### config.mk
export PLATFORM = sky130hd
export DESIGN_NAME = tws_slave_top
export DESIGN_NICKNAME = d
export VERILOG_FILES = /design/src/tws_pkg.sv /design/src/tws_link_if.sv /design/src/tws_line.sv /design/src/tws_slave_top.sv
export SDC_FILE = /design/constraint.sdc
export NUM_CORES = 1
export LEC_CHECK = 0
export ABC_AREA = 0
export BUFFER_PORTS_ARGS = -buffer_cell sky130_fd_sc_hd__clkbuf_2
export CORE_UTILIZATION = 55
export CTS_CLUSTER_DIAMETER = 50
export DETAILED_ROUTE_END_ITERATION = 8
export GPL_TIMING_DRIVEN = 0
export PLACE_DENSITY_LB_ADDON = 0.15
export SLEW_MARGIN = 10
export SYNTH_ARGS = -nofsm -noshare
export SYNTH_HDL_FRONTEND = slang
export SYNTH_HIERARCHICAL = 1
export SYNTH_SLANG_ARGS = --single-unit
### constraint.sdc
create_clock -name aclk -period 2.5 [get_ports aclk]
set_input_delay 0.375 -clock aclk [delete_from_list [all_inputs] [get_ports aclk]]
set_output_delay 0.375 -clock aclk [all_outputs]
set_load 0.005 [all_outputs]
### src/tws_pkg.sv
// tws_pkg: constants, register map and encodings of the two-wire slave
// assumes a 100 MHz system clock and 32-bit AXI4-Lite register access
package tws_pkg;
  // clock rate and sda hold extension
  localparam int unsigned CLK_HZ     = 100_000_000;
  localparam int unsigned HOLD_NS    = 50;
  localparam int unsigned HOLD_CYC_I = (HOLD_NS * (CLK_HZ / 1_000_000) + 999) / 1000;
  localparam logic [2:0]  HOLD_CYC   = 3'(HOLD_CYC_I);
  // register indexes, byte address is four times the index
  localparam logic [7:0]  IDX_OWN_ADDR = 8'h2A;
  localparam logic [7:0]  IDX_STATUS   = 8'h2B;
  localparam logic [7:0]  IDX_CTRL_B   = 8'h2C;
  localparam logic [7:0]  IDX_CTRL_A   = 8'h2D;
  localparam logic [7:0]  IDX_DATA     = 8'h2E;
  localparam logic [7:0]  IDX_NONE     = 8'hFF;
  // values after reset
  localparam logic [7:0]  RST_BYTE     = 8'h00;
  // control a bit positions
  localparam int unsigned CA_HOLD = 7;
  localparam int unsigned CA_RSVD = 6;
  localparam int unsigned CA_DIE  = 5;
  localparam int unsigned CA_ASIE = 4;
  localparam int unsigned CA_EN   = 3;
  localparam int unsigned CA_SIE  = 2;
  localparam int unsigned CA_PME  = 1;
  localparam int unsigned CA_SME  = 0;
  // control b and status bit positions
  localparam int unsigned CB_AA   = 2;
  localparam int unsigned SR_DF   = 7;
  localparam int unsigned SR_ASF  = 6;
  localparam int unsigned SR_COLL = 3;
  localparam int unsigned SR_BERR = 2;
  // bit counts within a packet
  localparam logic [3:0]  BYTE_BITS = 4'h8;
  localparam logic [3:0]  ACK_BIT   = 4'h9;
  // axi responses
  localparam logic [1:0]  RESP_OKAY   = 2'h0;
  localparam logic [1:0]  RESP_SLVERR = 2'h2;
  // slave commands
  typedef enum logic [1:0] {
    CMD_NONE     = 2'b00,
    CMD_RSVD     = 2'b01,
    CMD_COMPLETE = 2'b10,
    CMD_RESPOND  = 2'b11
  } tws_cmd_t;
  // bit engine states
  typedef enum logic [2:0] {
    ST_IDLE      = 3'b000,
    ST_ADDR      = 3'b001,
    ST_ADDR_HOLD = 3'b010,
    ST_ACK       = 3'b011,
    ST_RX        = 3'b100,
    ST_RX_HOLD   = 3'b101,
    ST_TX_HOLD   = 3'b110,
    ST_TX        = 3'b111
  } tws_state_t;
  // where the engine goes after an acknowledge bit
  typedef enum logic [1:0] {
    AFT_IDLE = 2'b00,
    AFT_RX   = 2'b01,
    AFT_TX   = 2'b10
  } tws_after_t;
endpackage

### src/tws_link_if.sv
// tws_link_if: bus line events and sda request between engine and line stage
// assumes both ends run on the same system clock
`timescale 1ns/100ps
`default_nettype none
interface tws_link_if;
  logic scl_rise;   // synchronised scl rising edge
  logic scl_fall;   // synchronised scl falling edge
  logic sda_lvl;    // synchronised sda level
  logic start_det;  // start or repeated start seen
  logic stop_det;   // stop seen
  logic hold_ext;   // add sda hold delay after scl fall
  logic sda_want;   // engine wants sda pulled low
  modport line   (output scl_rise, scl_fall, sda_lvl, start_det, stop_det,
                  input  hold_ext, sda_want);
  modport engine (input  scl_rise, scl_fall, sda_lvl, start_det, stop_det,
                  output hold_ext, sda_want);
endinterface
`default_nettype wire

### src/tws_line.sv
// tws_line: scl/sda synchronisers, edge and start/stop detection, sda drive
// assumes raw pins from outside the clock domain; sda_oe feeds the pin enable
`timescale 1ns/100ps
`default_nettype none
module tws_line
  import tws_pkg::*;
(
  // clock and reset
  input  wire logic    aclk,
  input  wire logic    aresetn,
  // raw bus lines
  input  wire logic    scl_in,
  input  wire logic    sda_in,
  // sda pull-down enable
  output logic         sda_oe,
  // engine side
  tws_link_if.line     lnk
);
  logic [1:0] scl_sync;   // scl two-flop synchroniser
  logic [1:0] sda_sync;   // sda two-flop synchroniser
  logic       scl_q;      // previous synchronised scl
  logic       sda_q;      // previous synchronised sda
  logic [2:0] hold_cnt;   // sda hold delay countdown
  wire        hold_load = lnk.scl_fall & lnk.hold_ext;

  // synchronisers, idle bus reads high
  always_ff @(posedge aclk) begin
    if (!aresetn) begin
      scl_sync <= 2'h3;
      sda_sync <= 2'h3;
      scl_q    <= 1'b1;
      sda_q    <= 1'b1;
    end else begin
      scl_sync <= {scl_sync[0], scl_in};
      sda_sync <= {sda_sync[0], sda_in};
      scl_q    <= scl_sync[1];
      sda_q    <= sda_sync[1];
    end
  end

  // edges and bus conditions from the second stage only
  assign lnk.scl_rise  = scl_sync[1] & ~scl_q;
  assign lnk.scl_fall  = ~scl_sync[1] & scl_q;
  assign lnk.sda_lvl   = sda_sync[1];
  assign lnk.start_det = scl_sync[1] & scl_q & sda_q & ~sda_sync[1];
  assign lnk.stop_det  = scl_sync[1] & scl_q & ~sda_q & sda_sync[1];

  // sda changes only once the hold delay has run out
  always_ff @(posedge aclk) begin
    if (!aresetn) begin
      hold_cnt <= 3'h0;
      sda_oe   <= 1'b0;
    end else begin
      if (hold_load) begin
        hold_cnt <= HOLD_CYC;
      end else if (hold_cnt != 3'h0) begin
        hold_cnt <= hold_cnt - 3'h1;
      end
      if (hold_cnt == 3'h0 && !hold_load) begin
        sda_oe <= lnk.sda_want;
      end
    end
  end
endmodule
`default_nettype wire

### src/tws_slave_top.sv
// tws_slave_top: byte-oriented two-wire slave with AXI4-Lite registers
// assumes open-drain pads resolved outside; irq_global_enable on aclk
//
// Summary of operation
// - separate data and address/stop flags
// - either flag set holds scl low
// - start, address byte, ack on match
// - matching or general call address sets flag
// - start directly followed by stop: bus error
// - direction flag takes received read/write bit
// - master read: ack then data flag
// - master write: ack then await data
// - lost high bit: collision, release, idle
// - stop sets flag, cause marked stop
// - each received byte sets data flag
// - transmit data byte, nack ends sending
// - optional 50 ns sda hold after fall
// - reserved control bits read zero
// - per-flag interrupt enables plus global enable
// - enable bit gates all bus activity
// - stop interrupt enable lets stop set flag
// - promiscuous mode accepts every address
// - smart mode acts on data register read
// - ack action bit picks ack or nack
// - command codes complete, respond, none, reserved
// - complete or respond command write clears flags, reads zero
// - own address high seven bits, general call
//
// Our own choice: the AXI4-Lite register port.
`timescale 1ns/100ps
`default_nettype none
module tws_slave_top
  import tws_pkg::*;
(
  // clock and reset
  input  wire logic        aclk,
  input  wire logic        aresetn,
  // axi4-lite write address and data
  input  wire logic [11:0] s_axi_awaddr,
  input  wire logic        s_axi_awvalid,
  output logic             s_axi_awready,
  input  wire logic [31:0] s_axi_wdata,
  input  wire logic [3:0]  s_axi_wstrb,
  input  wire logic        s_axi_wvalid,
  output logic             s_axi_wready,
  // axi4-lite write response
  output logic [1:0]       s_axi_bresp,
  output logic             s_axi_bvalid,
  input  wire logic        s_axi_bready,
  // axi4-lite read
  input  wire logic [11:0] s_axi_araddr,
  input  wire logic        s_axi_arvalid,
  output logic             s_axi_arready,
  output logic [31:0]      s_axi_rdata,
  output logic [1:0]       s_axi_rresp,
  output logic             s_axi_rvalid,
  input  wire logic        s_axi_rready,
  // scl pin
  input  wire logic        scl_in,
  output logic             scl_out,
  output logic             scl_oe,
  // sda pin
  input  wire logic        sda_in,
  output logic             sda_out,
  output logic             sda_oe,
  // interrupt
  input  wire logic        irq_global_enable,
  output logic             irq
);
  // register index of an address, IDX_NONE outside the window
  function automatic logic [7:0] idx_of(input logic [11:0] a);
    return (a[11:10] == 2'h0) ? a[9:2] : IDX_NONE;
  endfunction

  // true for an index that names a register
  function automatic logic mapped(input logic [7:0] i);
    return i == IDX_OWN_ADDR || i == IDX_STATUS || i == IDX_CTRL_B ||
           i == IDX_CTRL_A || i == IDX_DATA;
  endfunction

  tws_link_if lnk ();

  // line stage
  tws_line u_line (
    .aclk    (aclk),
    .aresetn (aresetn),
    .scl_in  (scl_in),
    .sda_in  (sda_in),
    .sda_oe  (sda_oe),
    .lnk     (lnk)
  );

  // axi slave state
  logic        aw_full_reg;   // write address held
  logic [11:0] awaddr_reg;    // held write address
  logic        w_full_reg;    // write data held
  logic [7:0]  wbyte_reg;     // held low data byte
  logic        wlane_reg;     // byte lane 0 enabled
  logic        awready_reg;
  logic        wready_reg;
  logic        bvalid_reg;
  logic [1:0]  bresp_reg;
  logic        arready_reg;
  logic        rvalid_reg;
  logic [31:0] rdata_reg;
  logic [1:0]  rresp_reg;

  // software registers
  logic [7:0]  ctrl_a_reg;    // control a
  logic        ack_action_reg;
  logic [7:0]  own_addr_reg;  // own address, bit 0 general call
  logic [7:0]  data_reg, data_next;

  // engine state and status
  tws_state_t  state_reg, state_next;
  tws_after_t  after_reg, after_next;
  logic [3:0]  cnt_reg, cnt_next;       // bits seen in packet
  logic [7:0]  shift_reg, shift_next;   // packet shifter
  logic        ack_low_reg, ack_low_next;
  logic        df_reg, df_next;         // data flag
  logic        asf_reg, asf_next;       // address/stop flag
  logic        coll_reg, coll_next;     // collision flag
  logic        berr_reg, berr_next;     // bus error flag
  logic        dir_reg, dir_next;       // direction flag
  logic        as_reg, as_next;         // 1 address, 0 stop
  logic        rack_reg, rack_next;     // last ack from master
  logic        scl_oe_reg;
  logic        stretch_reg;   // flags a cycle ago, keeps scl low while sda settles
  logic        irq_reg;

  // axi handshakes and next values
  wire aw_acc       = s_axi_awvalid & awready_reg;
  wire w_acc        = s_axi_wvalid & wready_reg;
  wire wr_go        = aw_full_reg & w_full_reg & ~bvalid_reg;
  wire aw_full_next = (aw_full_reg | aw_acc) & ~wr_go;
  wire w_full_next  = (w_full_reg | w_acc) & ~wr_go;
  wire bvalid_next  = wr_go | (bvalid_reg & ~s_axi_bready);
  wire ar_acc       = s_axi_arvalid & arready_reg;
  wire rvalid_next  = ar_acc | (rvalid_reg & ~s_axi_rready);

  // write decode
  wire [7:0] wr_idx  = idx_of(awaddr_reg);
  wire       wr_lane = wr_go & wlane_reg;
  wire       wr_own  = wr_lane & (wr_idx == IDX_OWN_ADDR);
  wire       wr_st   = wr_lane & (wr_idx == IDX_STATUS);
  wire       wr_cb   = wr_lane & (wr_idx == IDX_CTRL_B);
  wire       wr_ca   = wr_lane & (wr_idx == IDX_CTRL_A);
  wire       wr_dat  = wr_lane & (wr_idx == IDX_DATA);

  // read decode
  wire [7:0] rd_idx  = idx_of(s_axi_araddr);
  wire       rd_dat  = ar_acc & (rd_idx == IDX_DATA);

  // control fields
  wire en       = ctrl_a_reg[CA_EN];
  wire smart    = ctrl_a_reg[CA_SME];
  wire cmd_hi   = wr_cb & wbyte_reg[1];
  wire cmd_cpl  = wr_cb & (tws_cmd_t'(wbyte_reg[1:0]) == CMD_COMPLETE);
  wire aa_now   = wr_cb ? wbyte_reg[CB_AA] : ack_action_reg;

  // software events that release a held byte
  wire smart_rd = rd_dat & smart & (state_reg == ST_RX_HOLD);
  wire tx_load  = wr_dat & (state_reg == ST_TX_HOLD);
  wire flag_clr = wr_st & (wbyte_reg[SR_DF] | wbyte_reg[SR_ASF]);
  wire release_ev = cmd_hi | flag_clr | smart_rd | tx_load;
  wire go_on    = release_ev & ~cmd_cpl;

  // address match
  wire addr_hit = ctrl_a_reg[CA_PME] |
                  (shift_reg[7:1] == own_addr_reg[7:1]) |
                  (own_addr_reg[0] & (shift_reg[7:1] == 7'h00));

  // sda request to the line stage
  assign lnk.hold_ext = ctrl_a_reg[CA_HOLD];
  assign lnk.sda_want = en & (((state_reg == ST_ACK) & ack_low_reg) |
                        ((state_reg == ST_TX) & (cnt_reg < BYTE_BITS) & ~shift_reg[7]));

  // read data mux, reserved bits zero
  wire [7:0] status_w = {df_reg, asf_reg, scl_oe_reg, rack_reg,
                         coll_reg, berr_reg, dir_reg, as_reg};
  wire [7:0] rd_byte  = (rd_idx == IDX_OWN_ADDR) ? own_addr_reg :
                        (rd_idx == IDX_STATUS)   ? status_w :
                        (rd_idx == IDX_CTRL_B)   ? {5'h00, ack_action_reg, 2'h0} :
                        (rd_idx == IDX_CTRL_A)   ? ctrl_a_reg :
                        (rd_idx == IDX_DATA)     ? data_reg : 8'h00;

  // bit engine next state
  always_comb begin
    logic set_df;
    logic set_asf;
    logic set_coll;
    logic set_berr;
    set_df       = 1'b0;
    set_asf      = 1'b0;
    set_coll     = 1'b0;
    set_berr     = 1'b0;
    state_next   = state_reg;
    after_next   = after_reg;
    cnt_next     = cnt_reg;
    shift_next   = shift_reg;
    ack_low_next = ack_low_reg;
    dir_next     = dir_reg;
    as_next      = as_reg;
    rack_next    = rack_reg;
    data_next    = wr_dat ? wbyte_reg : data_reg;
    coll_next    = coll_reg & ~(wr_st & wbyte_reg[SR_COLL]);
    if (!en) begin
      state_next = ST_IDLE;
    end else if (lnk.start_det) begin
      state_next = ST_ADDR;
      cnt_next   = 4'h0;
      coll_next  = 1'b0;
    end else if (lnk.stop_det) begin
      state_next = ST_IDLE;
      if (state_reg == ST_ADDR && cnt_reg == 4'h0) begin
        set_berr = 1'b1;
      end
      if (ctrl_a_reg[CA_SIE]) begin
        set_asf = 1'b1;
        as_next = 1'b0;
      end
    end else begin
      unique case (state_reg)
        ST_IDLE: begin
        end
        // shift in address byte
        ST_ADDR: begin
          if (lnk.scl_rise) begin
            shift_next = {shift_reg[6:0], lnk.sda_lvl};
            cnt_next   = cnt_reg + 4'h1;
          end else if (lnk.scl_fall && cnt_reg == BYTE_BITS) begin
            if (addr_hit) begin
              set_asf    = 1'b1;
              as_next    = 1'b1;
              dir_next   = shift_reg[0];
              state_next = ST_ADDR_HOLD;
            end else begin
              state_next = ST_IDLE;
            end
          end
        end
        // address held, waiting for software
        ST_ADDR_HOLD: begin
          if (cmd_cpl) begin
            ack_low_next = ~aa_now;
            after_next   = AFT_IDLE;
            state_next   = dir_reg ? ST_IDLE : ST_ACK;
            ack_low_next = ~aa_now & ~dir_reg;
          end else if (go_on) begin
            ack_low_next = ~aa_now;
            state_next   = ST_ACK;
            if (aa_now) begin
              after_next = AFT_IDLE;
            end else begin
              after_next = dir_reg ? AFT_TX : AFT_RX;
            end
          end
        end
        // acknowledge bit toward master
        ST_ACK: begin
          if (lnk.scl_rise && !ack_low_reg && !lnk.sda_lvl) begin
            set_coll   = 1'b1;
            state_next = ST_IDLE;
          end else if (lnk.scl_fall) begin
            cnt_next = 4'h0;
            unique case (after_reg)
              AFT_RX:  state_next = ST_RX;
              AFT_TX: begin
                set_df     = 1'b1;
                state_next = ST_TX_HOLD;
              end
              default: state_next = ST_IDLE;
            endcase
          end
        end
        // shift in data byte
        ST_RX: begin
          if (lnk.scl_rise) begin
            shift_next = {shift_reg[6:0], lnk.sda_lvl};
            cnt_next   = cnt_reg + 4'h1;
          end else if (lnk.scl_fall && cnt_reg == BYTE_BITS) begin
            data_next  = shift_reg;
            set_df     = 1'b1;
            state_next = ST_RX_HOLD;
          end
        end
        // received byte held, ack decision pending
        ST_RX_HOLD: begin
          if (cmd_cpl || go_on) begin
            ack_low_next = ~aa_now;
            state_next   = ST_ACK;
            after_next   = (aa_now || cmd_cpl) ? AFT_IDLE : AFT_RX;
          end
        end
        // waiting for transmit data
        ST_TX_HOLD: begin
          if (cmd_cpl) begin
            state_next = ST_IDLE;
          end else if (go_on) begin
            shift_next = tx_load ? wbyte_reg : data_reg;
            cnt_next   = 4'h0;
            state_next = ST_TX;
          end
        end
        // shift out byte, then sample master ack
        ST_TX: begin
          if (lnk.scl_rise) begin
            if (cnt_reg < BYTE_BITS && shift_reg[7] && !lnk.sda_lvl) begin
              set_coll   = 1'b1;
              state_next = ST_IDLE;
            end else begin
              if (cnt_reg == BYTE_BITS) begin
                rack_next = lnk.sda_lvl;
              end
              cnt_next = cnt_reg + 4'h1;
            end
          end else if (lnk.scl_fall) begin
            if (cnt_reg == ACK_BIT) begin
              set_df     = 1'b1;
              state_next = rack_reg ? ST_IDLE : ST_TX_HOLD;
            end else if (cnt_reg < BYTE_BITS) begin
              shift_next = {shift_reg[6:0], 1'b0};
            end
          end
        end
      endcase
    end
    // sticky flags, a set beats a clear
    df_next   = (df_reg & ~release_ev) | set_df;
    asf_next  = (asf_reg & ~release_ev) | set_asf;
    coll_next = coll_next | set_coll;
    berr_next = (berr_reg & ~(wr_st & wbyte_reg[SR_BERR])) | set_berr;
  end

  // axi channel registers
  always_ff @(posedge aclk) begin
    if (!aresetn) begin
      aw_full_reg <= 1'b0;
      w_full_reg  <= 1'b0;
      awready_reg <= 1'b0;
      wready_reg  <= 1'b0;
      bvalid_reg  <= 1'b0;
      arready_reg <= 1'b0;
      rvalid_reg  <= 1'b0;
    end else begin
      aw_full_reg <= aw_full_next;
      w_full_reg  <= w_full_next;
      awready_reg <= ~aw_full_next & ~bvalid_next;
      wready_reg  <= ~w_full_next & ~bvalid_next;
      bvalid_reg  <= bvalid_next;
      arready_reg <= ~rvalid_next;
      rvalid_reg  <= rvalid_next;
    end
  end

  // axi payload registers
  always_ff @(posedge aclk) begin
    if (!aresetn) begin
      awaddr_reg <= 12'h000;
      wbyte_reg  <= RST_BYTE;
      wlane_reg  <= 1'b0;
      bresp_reg  <= RESP_OKAY;
      rdata_reg  <= 32'h0000_0000;
      rresp_reg  <= RESP_OKAY;
    end else begin
      if (aw_acc) awaddr_reg <= s_axi_awaddr;
      if (w_acc) begin
        wbyte_reg <= s_axi_wdata[7:0];
        wlane_reg <= s_axi_wstrb[0];
      end
      if (wr_go) bresp_reg <= mapped(wr_idx) ? RESP_OKAY : RESP_SLVERR;
      if (ar_acc) begin
        rdata_reg <= {24'h000000, rd_byte};
        rresp_reg <= mapped(rd_idx) ? RESP_OKAY : RESP_SLVERR;
      end
    end
  end

  // software control registers
  always_ff @(posedge aclk) begin
    if (!aresetn) begin
      ctrl_a_reg     <= RST_BYTE;
      ack_action_reg <= 1'b0;
      own_addr_reg   <= RST_BYTE;
    end else begin
      if (wr_ca) ctrl_a_reg <= wbyte_reg & ~(8'h01 << CA_RSVD);
      if (wr_cb) ack_action_reg <= wbyte_reg[CB_AA];
      if (wr_own) own_addr_reg <= wbyte_reg;
    end
  end

  // engine registers
  always_ff @(posedge aclk) begin
    if (!aresetn) begin
      state_reg   <= ST_IDLE;
      after_reg   <= AFT_IDLE;
      cnt_reg     <= 4'h0;
      shift_reg   <= RST_BYTE;
      ack_low_reg <= 1'b0;
      data_reg    <= RST_BYTE;
      {df_reg, asf_reg, coll_reg, berr_reg} <= 4'h0;
      {dir_reg, as_reg, rack_reg}           <= 3'h0;
    end else begin
      state_reg   <= state_next;
      after_reg   <= after_next;
      cnt_reg     <= cnt_next;
      shift_reg   <= shift_next;
      ack_low_reg <= ack_low_next;
      data_reg    <= data_next;
      {df_reg, asf_reg, coll_reg, berr_reg} <= {df_next, asf_next, coll_next, berr_next};
      {dir_reg, as_reg, rack_reg}           <= {dir_next, as_next, rack_next};
    end
  end

  // clock stretch and interrupt request
  always_ff @(posedge aclk) begin
    if (!aresetn) begin
      scl_oe_reg <= 1'b0;
      stretch_reg <= 1'b0;
      irq_reg    <= 1'b0;
    end else begin
      // scl let go two cycles after the flags clear, so a new sda level is in place first
      stretch_reg <= df_reg | asf_reg;
      scl_oe_reg <= en & (df_reg | asf_reg | stretch_reg);
      irq_reg    <= irq_global_enable &
                    ((df_reg & ctrl_a_reg[CA_DIE]) | (asf_reg & ctrl_a_reg[CA_ASIE]));
    end
  end

  // outputs
  assign s_axi_awready = awready_reg;
  assign s_axi_wready  = wready_reg;
  assign s_axi_bvalid  = bvalid_reg;
  assign s_axi_bresp   = bresp_reg;
  assign s_axi_arready = arready_reg;
  assign s_axi_rvalid  = rvalid_reg;
  assign s_axi_rdata   = rdata_reg;
  assign s_axi_rresp   = rresp_reg;
  assign scl_oe        = scl_oe_reg;
  assign scl_out       = 1'b0;  // open drain, only ever pulls low
  assign sda_out       = 1'b0;
  assign irq           = irq_reg;
endmodule
`default_nettype wire

== After elaboration in Yosys (flattened, before gate mapping) ==
Index checks and enable logic that the tools add are counted.
Word-level totals
  bits in registers: 102
  output and inout bits: 46
  logic and storage cells: 354
  input bits: 70
Operators by class
  equal/unequal tests: 62
  add/sub/neg operators: 2
  order comparisons: 1
  bitwise gates (word level): 92
  muxes and demuxes: 110
  reduce and logical (&&, ||, !) cells: 47
Operators by type and width (count)
  8-bit two-way mux: 22
  8-bit by 6-bit == test with 1-bit output (second input constant): 10
  3-bit two-way mux: 18
  1-bit bitwise AND: 49
  1-bit two-way mux: 44
  4-bit two-way mux: 9
  3-bit inequality test (second input constant): 9
  1-bit inverter: 25
  8-bit case mux with 3 select lines: 1
  12-bit AND reduction: 2
  3-bit case mux with 7 select lines: 1
  7-bit AND reduction: 3
  2-bit two-way mux: 9
  2-bit inequality test (second input constant): 9
  1-bit bitwise OR: 18
  4-bit case mux with 4 select lines: 1
  5-bit by 4-bit inequality test with 1-bit output (second input constant): 3
  5-bit inequality test (second input constant): 3
  3-bit == test (second input constant): 4
  2-bit by 1-bit inequality test with 1-bit output (second input constant): 6
  4-bit inequality test (second input constant): 3
  11-bit AND reduction: 1
  1-bit logical OR: 10
  10-bit AND reduction: 1
  31 further kinds: 53

== Longest topological paths before layout ==
Gate-level depths: netlist of run 1.
  word-level depth: 14
  gate-level depth with buffers: 10
  depth with buffers taken out: 8

== Hierarchy ==
The synthesis of run 1 kept the hierarchy.
Modules (own cells, without submodules)
  tws_slave_top: instances 1, cells an instance 580, area each 4887.2 µm², sequential area each 1761.7 µm²
  tws_line: instances 1, cells an instance 40, area each 419.2 µm², sequential area each 200.2 µm²

== Least setup slack after synthesis of run 1 ==
Ideal clock, no wire load.
  path type: register to register
  start point: reg awaddr_reg[11]
  end point: reg after_reg[0]
  path buffers: 0
  period minus slack after synthesis: 2.181 ns
  library setup time: 0.070 ns
  cell stages (with the launch flop): 7
  arrival time: 2.111 ns
  data required time: 2.430 ns
  setup slack: 0.319 ns
  cells stage by stage: dfxtp_1 -> nor4b_1 -> nand3_1 -> nor4b_1 -> mux2_2 -> or4b_1 -> a21boi_1
Between the ends
  cells in the longest elaborated chain, start to end: 12
  elaborated cells on any way between the ends: 29
  classes of those cells: eq/ne: 5; mux: 8; bitwise: 12; reduce/logical: 4
Ends and longest elaborated chain
  start, declared: RTL line tws_slave_top.sv:95  | logic [11:0] awaddr_reg;
  start signal, assigned: RTL line tws_slave_top.sv:366  | if (aw_acc) awaddr_reg <= s_axi_awaddr;
  2-bit logical NOT (*): RTL line tws_slave_top.sv:72  | return (a[11:10] == 2'h0) ? a[9:2] : IDX_NONE;
  8-bit two-way mux (*): RTL line tws_slave_top.sv:72
  8-bit by 6-bit == test with 1-bit output, on equally long branches: RTL line tws_slave_top.sv:146, tws_slave_top.sv:145
  1-bit bitwise AND, on equally long branches: RTL line tws_slave_top.sv:146, tws_slave_top.sv:145
  1-bit bitwise AND, on equally long branches: RTL line tws_slave_top.sv:157, tws_slave_top.sv:164
  1-bit bitwise OR (3 in a row): RTL line tws_slave_top.sv:165  | wire release_ev = cmd_hi | flag_clr | smart_rd | tx_load;
  1-bit bitwise AND: RTL line tws_slave_top.sv:166  | wire go_on = release_ev & ~cmd_cpl;
  1-bit logical OR: RTL line tws_slave_top.sv:289  | if (cmd_cpl || go_on) begin
  2-bit by 1-bit inequality test with 1-bit output (no source line)
  6-bit AND reduction (no source line)
  end signal, assigned: RTL line tws_slave_top.sv:405  | after_reg <= after_next;
  end, declared: RTL line tws_slave_top.sv:116  | tws_after_t after_reg, after_next;
Every way passes the cells marked *; elsewhere a longest branch is shown, timed or not. The select of a mux whose other input is x is not followed.
A chain may end at the register's enable or synchronous reset.

== Worst setup path after layout of run 1 ==
  start point: reg u_line.scl_sync[1]
  end point: reg state_reg[0]
Between the ends
  cells in the longest elaborated chain, start to end: 7
  elaborated cells on any way between the ends: 29
  classes of those cells: eq/ne: 11; mux: 5; bitwise: 8; reduce/logical: 5
Ends and longest elaborated chain
  start, declared: RTL line tws_line.sv:19  | logic [1:0] scl_sync;
  start signal, assigned: RTL line tws_line.sv:34  | scl_sync <= {scl_sync[0], scl_in};
  1-bit bitwise AND (*): RTL line tws_line.sv:42  | assign lnk.scl_rise = scl_sync[1] & ~scl_q;
  named net lnk.scl_rise: RTL line tws_link_if.sv:6  | logic scl_rise;
  1-bit logical AND (2 in a row): RTL line tws_slave_top.sv:261  | if (lnk.scl_rise && !ack_low_reg && !lnk.sda_lvl) begin
  3-bit two-way mux: RTL line tws_slave_top.sv:261
  3-bit case mux with 7 select lines: RTL line tws_slave_top.sv:223  | unique case (state_reg)
  1-bit two-way mux: RTL line tws_slave_top.sv:213  | end else if (lnk.stop_det) begin
  1-bit two-way mux: RTL line tws_slave_top.sv:209  | end else if (lnk.start_det) begin
  end signal, assigned: RTL line tws_slave_top.sv:404  | state_reg <= state_next;
  end, declared: RTL line tws_slave_top.sv:115  | tws_state_t state_reg, state_next;
Mark *: on every way through the listed nets, which the timed path passes. The rest lies on a longest branch.

==> flow_metrics.py, run 1 <==
metrics = {
    "outcome": {
        "status": "finished clean",
    },
    "global_route": {
        "antenna_found_initial": 0,
        "grt_usage": 0.297,
        "grt_pass1_vias": 4622,
        "grt_pass1_wl_um": 23200,
        "grt_max_degree": 19,
        "overflow": 0,
    },
    "clock_network": {
        "clock-sinks": 98,
        "cts_hold_buf": 0,
        "cts_made_buffers": 9,
        "cts_root_buf": "clkbuf_8",
        "h-tree-depth": 3,
        "cts_tree": "yes",
        "clk_pin_slew_ns": 0.10,
        "cts_buffer_depth": 2,
        "insertion_delay_ns": 0.37,
    },
    "route": {
        "routedWlPerCell_um": 16.9,
        "detail-route-antenna-nets": 0,
        "drc": 0,
        "drtIter0Drc": 283,
        "dr.pass1.iters": 7,
        "routed_wl_um": 14400,
        "vias": 4813,
        "viasPerCell": 5.68,
    },
    "finish": {
        "final_common_cell": "nand2_1",
        "fillers": 832,
        "final_cell_mix": "nand2_1, dfxtp_1, clkbuf_2",
        "largest_reg_flops": 10,
        "syn2layout_area_growth_pct": 14.5,
        "layout-drive-gt1-share": 0.203,
        "utilization": 0.655,
        "layout.nets": 791,
        "diodes": 0,
    },
    "critical_path": {
        "start_kind": "flip-flop",
        "path_buf_inv": 0,
        "crit_path_end_kind": "flip-flop",
        "cpLargestDelayFamily": "compound AO/OA/AOI/OAI gates",
        "slowest_delay_ns": 0.40,
        "crit_type": "flip-flop to flip-flop",
        "arrival_ns": 2.60,
        "cp.required_ns": 2.76,
        "slowest_stage": "dfxtp_1",
        "r2r_start": "u_line/scl_sync[1]",
        "cp_max_fo": 5,
        "r2r_end": "state_reg[0]",
        "path_cells": "nor2b_1 > and4bb_2 > a311o_1 > o211a_1 > o211a_1 > nor4b_1 > o311a_1",
        "reg2regPathDepth": 7,
        "r2r_setup_slack_ns": 0.17,
        "cp_common_cell": "o211a_1",
    },
    "floorplan": {
        "io-pin-count": 116,
        "placementRows": 35,
        "die_x_um": 100,
        "initial_core_util": 0.572,
        "die_area_um2": 10000,
        "placeableCoreArea_um2": 9280,
        "die_y_um": 100,
    },
    "pwr": {
        "pwr_density_cell_nw_per_um2": 494,
        "ir_drop_mv": 0.277,
        "p_leak_nw": 2.54,
    },
    "synth": {
        "yosys_warnings": 6,
        "synthArstFlopShare": 0,
        "yosys_most_used_dff": "dfxtp_1",
        "synth_edf_count": 0,
        "syn-cell-area_um2": 5310,
        "yosysUniqueCellTypes": 73,
        "avgSynthCellArea_um2": 8.56,
        "synth_seq_cells": 98,
        "synth_seq_area_share": 0.370,
        "syn_inst": 620,
    },
    "sta": {
        "worstMarginPinSlew_ns": 1.02,
        "timing.final.crit_share": 0.933,
        "setup_ws_ns": 0.168,
        "max-slew-margin-rel": 0.317,
        "max_freq_mhz": 429,
        "setup_viol": 0,
        "maxSlewViolCount": 0,
        "clock_skew_ns": 0.0103,
        "hold_violations": 0,
        "finalCriticalPeriod_ns": 2.33,
        "rsz0062_at_grt": "false",
    },
    "place": {
        "io_buffers": 55,
        "gp_congestion": 0.925,
        "dpl_worst_slack_ns": -0.472,
        "dp_hpwl_um": 10700,
    },
    "run": {
        "cap_violations": 0,
    },
    "worst_hold_path": {
        "whs_endpoint": "u_line/scl_sync[0]",
        "min_path_type": "input port to flip-flop",
        "holdPathStages": 2,
        "min_from": "scl_in",
    },
}
==> power breakdown <==
group	internal (mW)	total, mW	switching, mW
logic	0.155	0.339	0.184
clock network	0.382	1.01	0.626
registers	1.61	1.65	0.0426
total	2.15	3.00	0.853
==> through the flow <==
step / TNS [ns] / power, mW / hold slack, ns / instances / cell area [um^2]
after global placement: -5.77 / 2.00 / 0.401 / 831 / 5840
after floorplan: 0 / 1.90 / 0.386 / 647 / 5410
after global routing: 0 / 3.11 / 0.188 / 848 / 6080
final: 0 / 3.00 / 0.179 / 848 / 6080
after detailed placement: -5.19 / 2.02 / 0.394 / 831 / 5840
after CTS: 0 / 3.00 / 0.175 / 848 / 6050
==> worst reg2reg max path, cell delays in order (launching register included) <==
cell	delay [ns]
dfxtp_1	0.40
nor2b_1	0.35
and4bb_2	0.34
a311o_1	0.36
o211a_1	0.13
o211a_1	0.16
nor4b_1	0.16
o311a_1	0.34
==> Yosys cell counts, types with 3 or more instances <==
| library cell | count | area share |
|---|---|---|
| nand3_1 | 14 | 0.013 |
| inv_1 | 10 | 0.0071 |
| and3_1 | 3 | 0.0035 |
| nor4b_1 | 5 | 0.0083 |
| a21boi_0 | 36 | 0.051 |
| xor2_1 | 4 | 0.0066 |
| a22oi_1 | 7 | 0.0099 |
| ha_1 | 7 | 0.017 |
| mux2_2 | 5 | 0.011 |
| nor2b_1 | 17 | 0.020 |
| clkbuf_1 | 26 | 0.018 |
| a21oi_1 | 15 | 0.014 |
| nor3b_1 | 6 | 0.0085 |
| o211ai_1 | 3 | 0.0042 |
| or2_2 | 3 | 0.0035 |
| buf_2 | 8 | 0.0075 |
| nor3_1 | 7 | 0.0066 |
| o2111ai_1 | 8 | 0.013 |
| o21ai_0 | 28 | 0.026 |
| o21a_1 | 5 | 0.0071 |
| a211oi_1 | 6 | 0.0085 |
| nand4_1 | 6 | 0.0071 |
| nand2_1 | 111 | 0.079 |
| o211a_1 | 14 | 0.026 |
| mux2i_1 | 21 | 0.040 |
| xnor2_1 | 5 | 0.0083 |
| nand3b_1 | 6 | 0.0085 |
| dfxtp_1 | 98 | 0.37 |
| nor4bb_1 | 3 | 0.0057 |
| o311a_1 | 3 | 0.0057 |
| a21boi_1 | 3 | 0.0042 |
| o221a_2 | 3 | 0.0064 |
| buf_4 | 28 | 0.040 |
| nor2_1 | 23 | 0.016 |
| nand2b_1 | 15 | 0.018 |
| a31oi_1 | 4 | 0.0047 |
| and2_1 | 8 | 0.0094 |
| a222oi_1 | 4 | 0.0075 |
==> how the worst max path moves through the flow <==
stage                             startpoint           end  slack [ns]  cells past startpoint
after floorplan               awaddr_reg[11]  after_reg[0]        0.32                      6
after global placement    u_line/sda_sync[1]  shift_reg[6]       -0.51                      9
after detailed placement  u_line/sda_sync[1]  shift_reg[5]       -0.47                      9
after CTS                 u_line/sda_sync[1]  shift_reg[5]        0.04                      9
after global routing          awaddr_reg[11]  after_reg[0]        0.02                      6
final                     u_line/scl_sync[1]  state_reg[0]        0.17                      7
==> repair_timing <==
item	in CTS	in global routing
buffers inserted	1	0
resized for setup	4	10
endpoints found under the setup margin	18	21
pin swaps	1	0
==> final cells by class <==
class	instances	area, um^2	area share
Timing Repair Buffer	56	283	0.0465
Buffer	64	360	0.0593
Multi-Input combinational cell	475	3090	0.508
Clock buffer	9	124	0.0204
Sequential cell	98	1960	0.323
Inverter	10	37.5	0.00618
Tap cell	129	161	0.0266
Clock inverter	7	62.6	0.0103
==> logic make-up after synthesis <==
kind of cell,after synthesis,share of synthesized area
AND/OR/NAND/NOR,249,0.255
buffers and inverters,74,0.0740
multiplexers,26,0.0502
AO/OA/AOI/OAI,156,0.219
adder cells (fa/ha/maj),7,0.0165
XOR/XNOR,9,0.0149
other,1,0.000707
flip-flops,98,0.370
==> per-layer routing <==
| layer | GRT usage | share of wire |
|---|---|---|
| met1 | 0.392 | 0.45 |
| met4 | 0.0936 | 0.016 |
| met5 | 0 | 0 |
| met2 | 0.504 | 0.48 |
| met3 | 0.0376 | 0.061 |
Power figures use the tool's default switching activity.
==> run 2: changes to the inputs <==
--- a/config.mk
+++ b/config.mk
@@ -8,10 +8,12 @@
 export ABC_AREA = 0
 export BUFFER_PORTS_ARGS = -buffer_cell sky130_fd_sc_hd__clkbuf_2
 export CORE_UTILIZATION = 55
+export CTS_BUF_LIST = sky130_fd_sc_hd__clkbuf_16
 export CTS_CLUSTER_DIAMETER = 50
 export DETAILED_ROUTE_END_ITERATION = 8
 export GPL_TIMING_DRIVEN = 0
 export PLACE_DENSITY_LB_ADDON = 0.15
+export SKIP_CTS_REPAIR_TIMING = 1
 export SLEW_MARGIN = 10
 export SYNTH_ARGS = -nofsm -noshare
 export SYNTH_HDL_FRONTEND = slang
==> flow_metrics.py, run 2 (synthesized netlist as in run 1, its figures left out) <==
metrics = {
    "finish": {
        "final_area_um2": 6180,
        "utilization": 0.666,
        "seq_area_um2": 1960,
        "fillers": 811,
        "multi_input_area_um2": 3090,
        "final_common_cell": "nand2_1",
        "layout.nets": 790,
        "final_cell_mix": "nand2_1, dfxtp_1, clkbuf_2",
        "syn2layout_area_growth_pct": 16.5,
        "layout-drive-gt1-share": 0.205,
        "diodes": 0,
        "largest_reg_flops": 10,
    },
    "sta": {
        "timing.final.crit_share": 0.947,
        "hold_violations": 0,
        "worstMarginPinSlew_ns": 1.01,
        "clock_skew_ns": 0.00935,
        "setup_viol": 0,
        "rsz0062_at_grt": "false",
        "max_freq_mhz": 423,
        "max-slew-margin-rel": 0.325,
        "maxSlewViolCount": 0,
        "finalCriticalPeriod_ns": 2.37,
    },
    "clock_network": {
        "clk_pin_slew_ns": 0.07,
        "insertion_delay_ns": 0.34,
        "h-tree-depth": 3,
        "cts_buffer_depth": 2,
        "cts_root_buf": "clkbuf_16",
        "clock-sinks": 98,
        "cts_made_buffers": 9,
        "cts_tree": "yes",
    },
    "route": {
        "drc": 0,
        "detail-route-antenna-nets": 0,
        "vias": 4898,
        "routed_wl_um": 14600,
        "routedWlPerCell_um": 17.2,
        "dr.pass1.iters": 5,
        "viasPerCell": 5.78,
        "drtIter0Drc": 280,
    },
    "critical_path": {
        "crit_type": "flip-flop to flip-flop",
        "start_kind": "flip-flop",
        "r2r_end": "cnt_reg[0]",
        "cpLargestDelayFamily": "simple AND/OR/NAND/NOR gates",
        "slowest_stage": "or3_1",
        "path_buf_inv": 0,
        "r2r_start": "aw_full_reg",
        "r2r_setup_slack_ns": 0.13,
        "path_cells": "and4b_1 > nand3_1 > a21oi_2 > a211oi_1 > or3_1 > a31o_2",
        "reg2regPathDepth": 6,
        "crit_path_end_kind": "flip-flop",
        "slowest_delay_ns": 0.42,
        "cp.required_ns": 2.74,
        "cp_max_fo": 6,
        "arrival_ns": 2.61,
    },
    "place": {
        "io_buffers": 55,
        "placed_cell_area_um2": 5840,
        "dp_hpwl_um": 10700,
        "gp_congestion": 0.925,
    },
    "worst_hold_path": {
        "whs_endpoint": "u_line/scl_sync[0]",
        "min_path_type": "input port to flip-flop",
        "holdPathStages": 2,
        "min_from": "scl_in",
    },
    "global_route": {
        "grt_usage": 0.298,
        "overflow": 0,
        "met2_usage": 0.507,
        "top_usage_layer": "met2",
        "antenna_found_initial": 0,
        "grt_use_met1": 0.393,
        "grt_pass1_vias": 4631,
        "grt_pass1_wl_um": 23300,
        "gr-usage-met3": 0.0453,
        "grt_max_degree": 19,
    },
    "outcome": {
        "status": "finished clean",
    },
    "floorplan": {
        "io-pin-count": 116,
        "die_area_um2": 10000,
        "die_y_um": 100,
        "placeableCoreArea_um2": 9280,
        "initial_core_util": 0.572,
        "placementRows": 35,
        "die_x_um": 100,
    },
    "pwr": {
        "ir_drop_mv": 0.392,
        "pwr_density_cell_nw_per_um2": 541,
        "p_leak_nw": 2.58,
    },
    "run": {
        "cap_violations": 0,
    },
}
## run 2: cell count changes in the layout (fill, tap and decap cells not counted), sizes merged
cell and change:
buf -1
## run 2: worst max path at each step
stage,from,end,slack [ns],cells past startpoint
after floorplan,awaddr_reg[11],after_reg[0],0.32,6
after global placement,u_line/sda_sync[1],shift_reg[6],-0.51,9
after detailed placement,u_line/sda_sync[1],shift_reg[5],-0.47,9
after CTS,u_line/sda_sync[1],shift_reg[5],-0.49,9
after global routing,u_line/scl_q,data_reg[5],0.02,9
final,aw_full_reg,cnt_reg[0],0.13,6
## run 2: worst reg2reg max path, delay by kind of cell (launching register included)
kind	cells	cell delay, ns
compound gates	3	0.82
flops	1	0.40
simple gates	3	1.04
## run 2: layout make-up
type                            instances  area share
Multi-Input combinational cell        475       0.501
Sequential cell                        98       0.318
Buffer                                 64      0.0583
Timing Repair Buffer                   55      0.0445
Clock buffer                            9      0.0364
Tap cell                              129      0.0261
Clock inverter                          7      0.0101
Inverter                               10     0.00607
## run 2: where the power goes
part | switching [mW] | internal (mW)
clock | 0.656 | 0.695
combinational | 0.185 | 0.155
sequential | 0.0432 | 1.61
## run 2: routing by layer
| metal | wire (um) | vias to the layer above | part of all wire |
|---|---|---|---|
| met2 | 6950 | 181 | 0.48 |
| met3 | 1050 | 21 | 0.072 |
| met1 | 6310 | 2337 | 0.43 |
| li1 | - | 2359 | - |
| met5 | 0 | - | 0 |
| met4 | 257 | 0 | 0.018 |
## run 2: metrics by stage
step                      total power, mW  hold slack [ns]  setup TNS (ns)  std cells  setup WS (ns)
after floorplan                      1.90            0.386               0        647          0.319
after global placement               2.00            0.401           -5.77        831         -0.506
after detailed placement             2.02            0.394           -5.19        831         -0.472
after CTS                            3.35            0.211           -5.39        847         -0.485
after global routing                 3.45            0.226               0        847         0.0169
final                                3.34            0.216               0        847          0.134
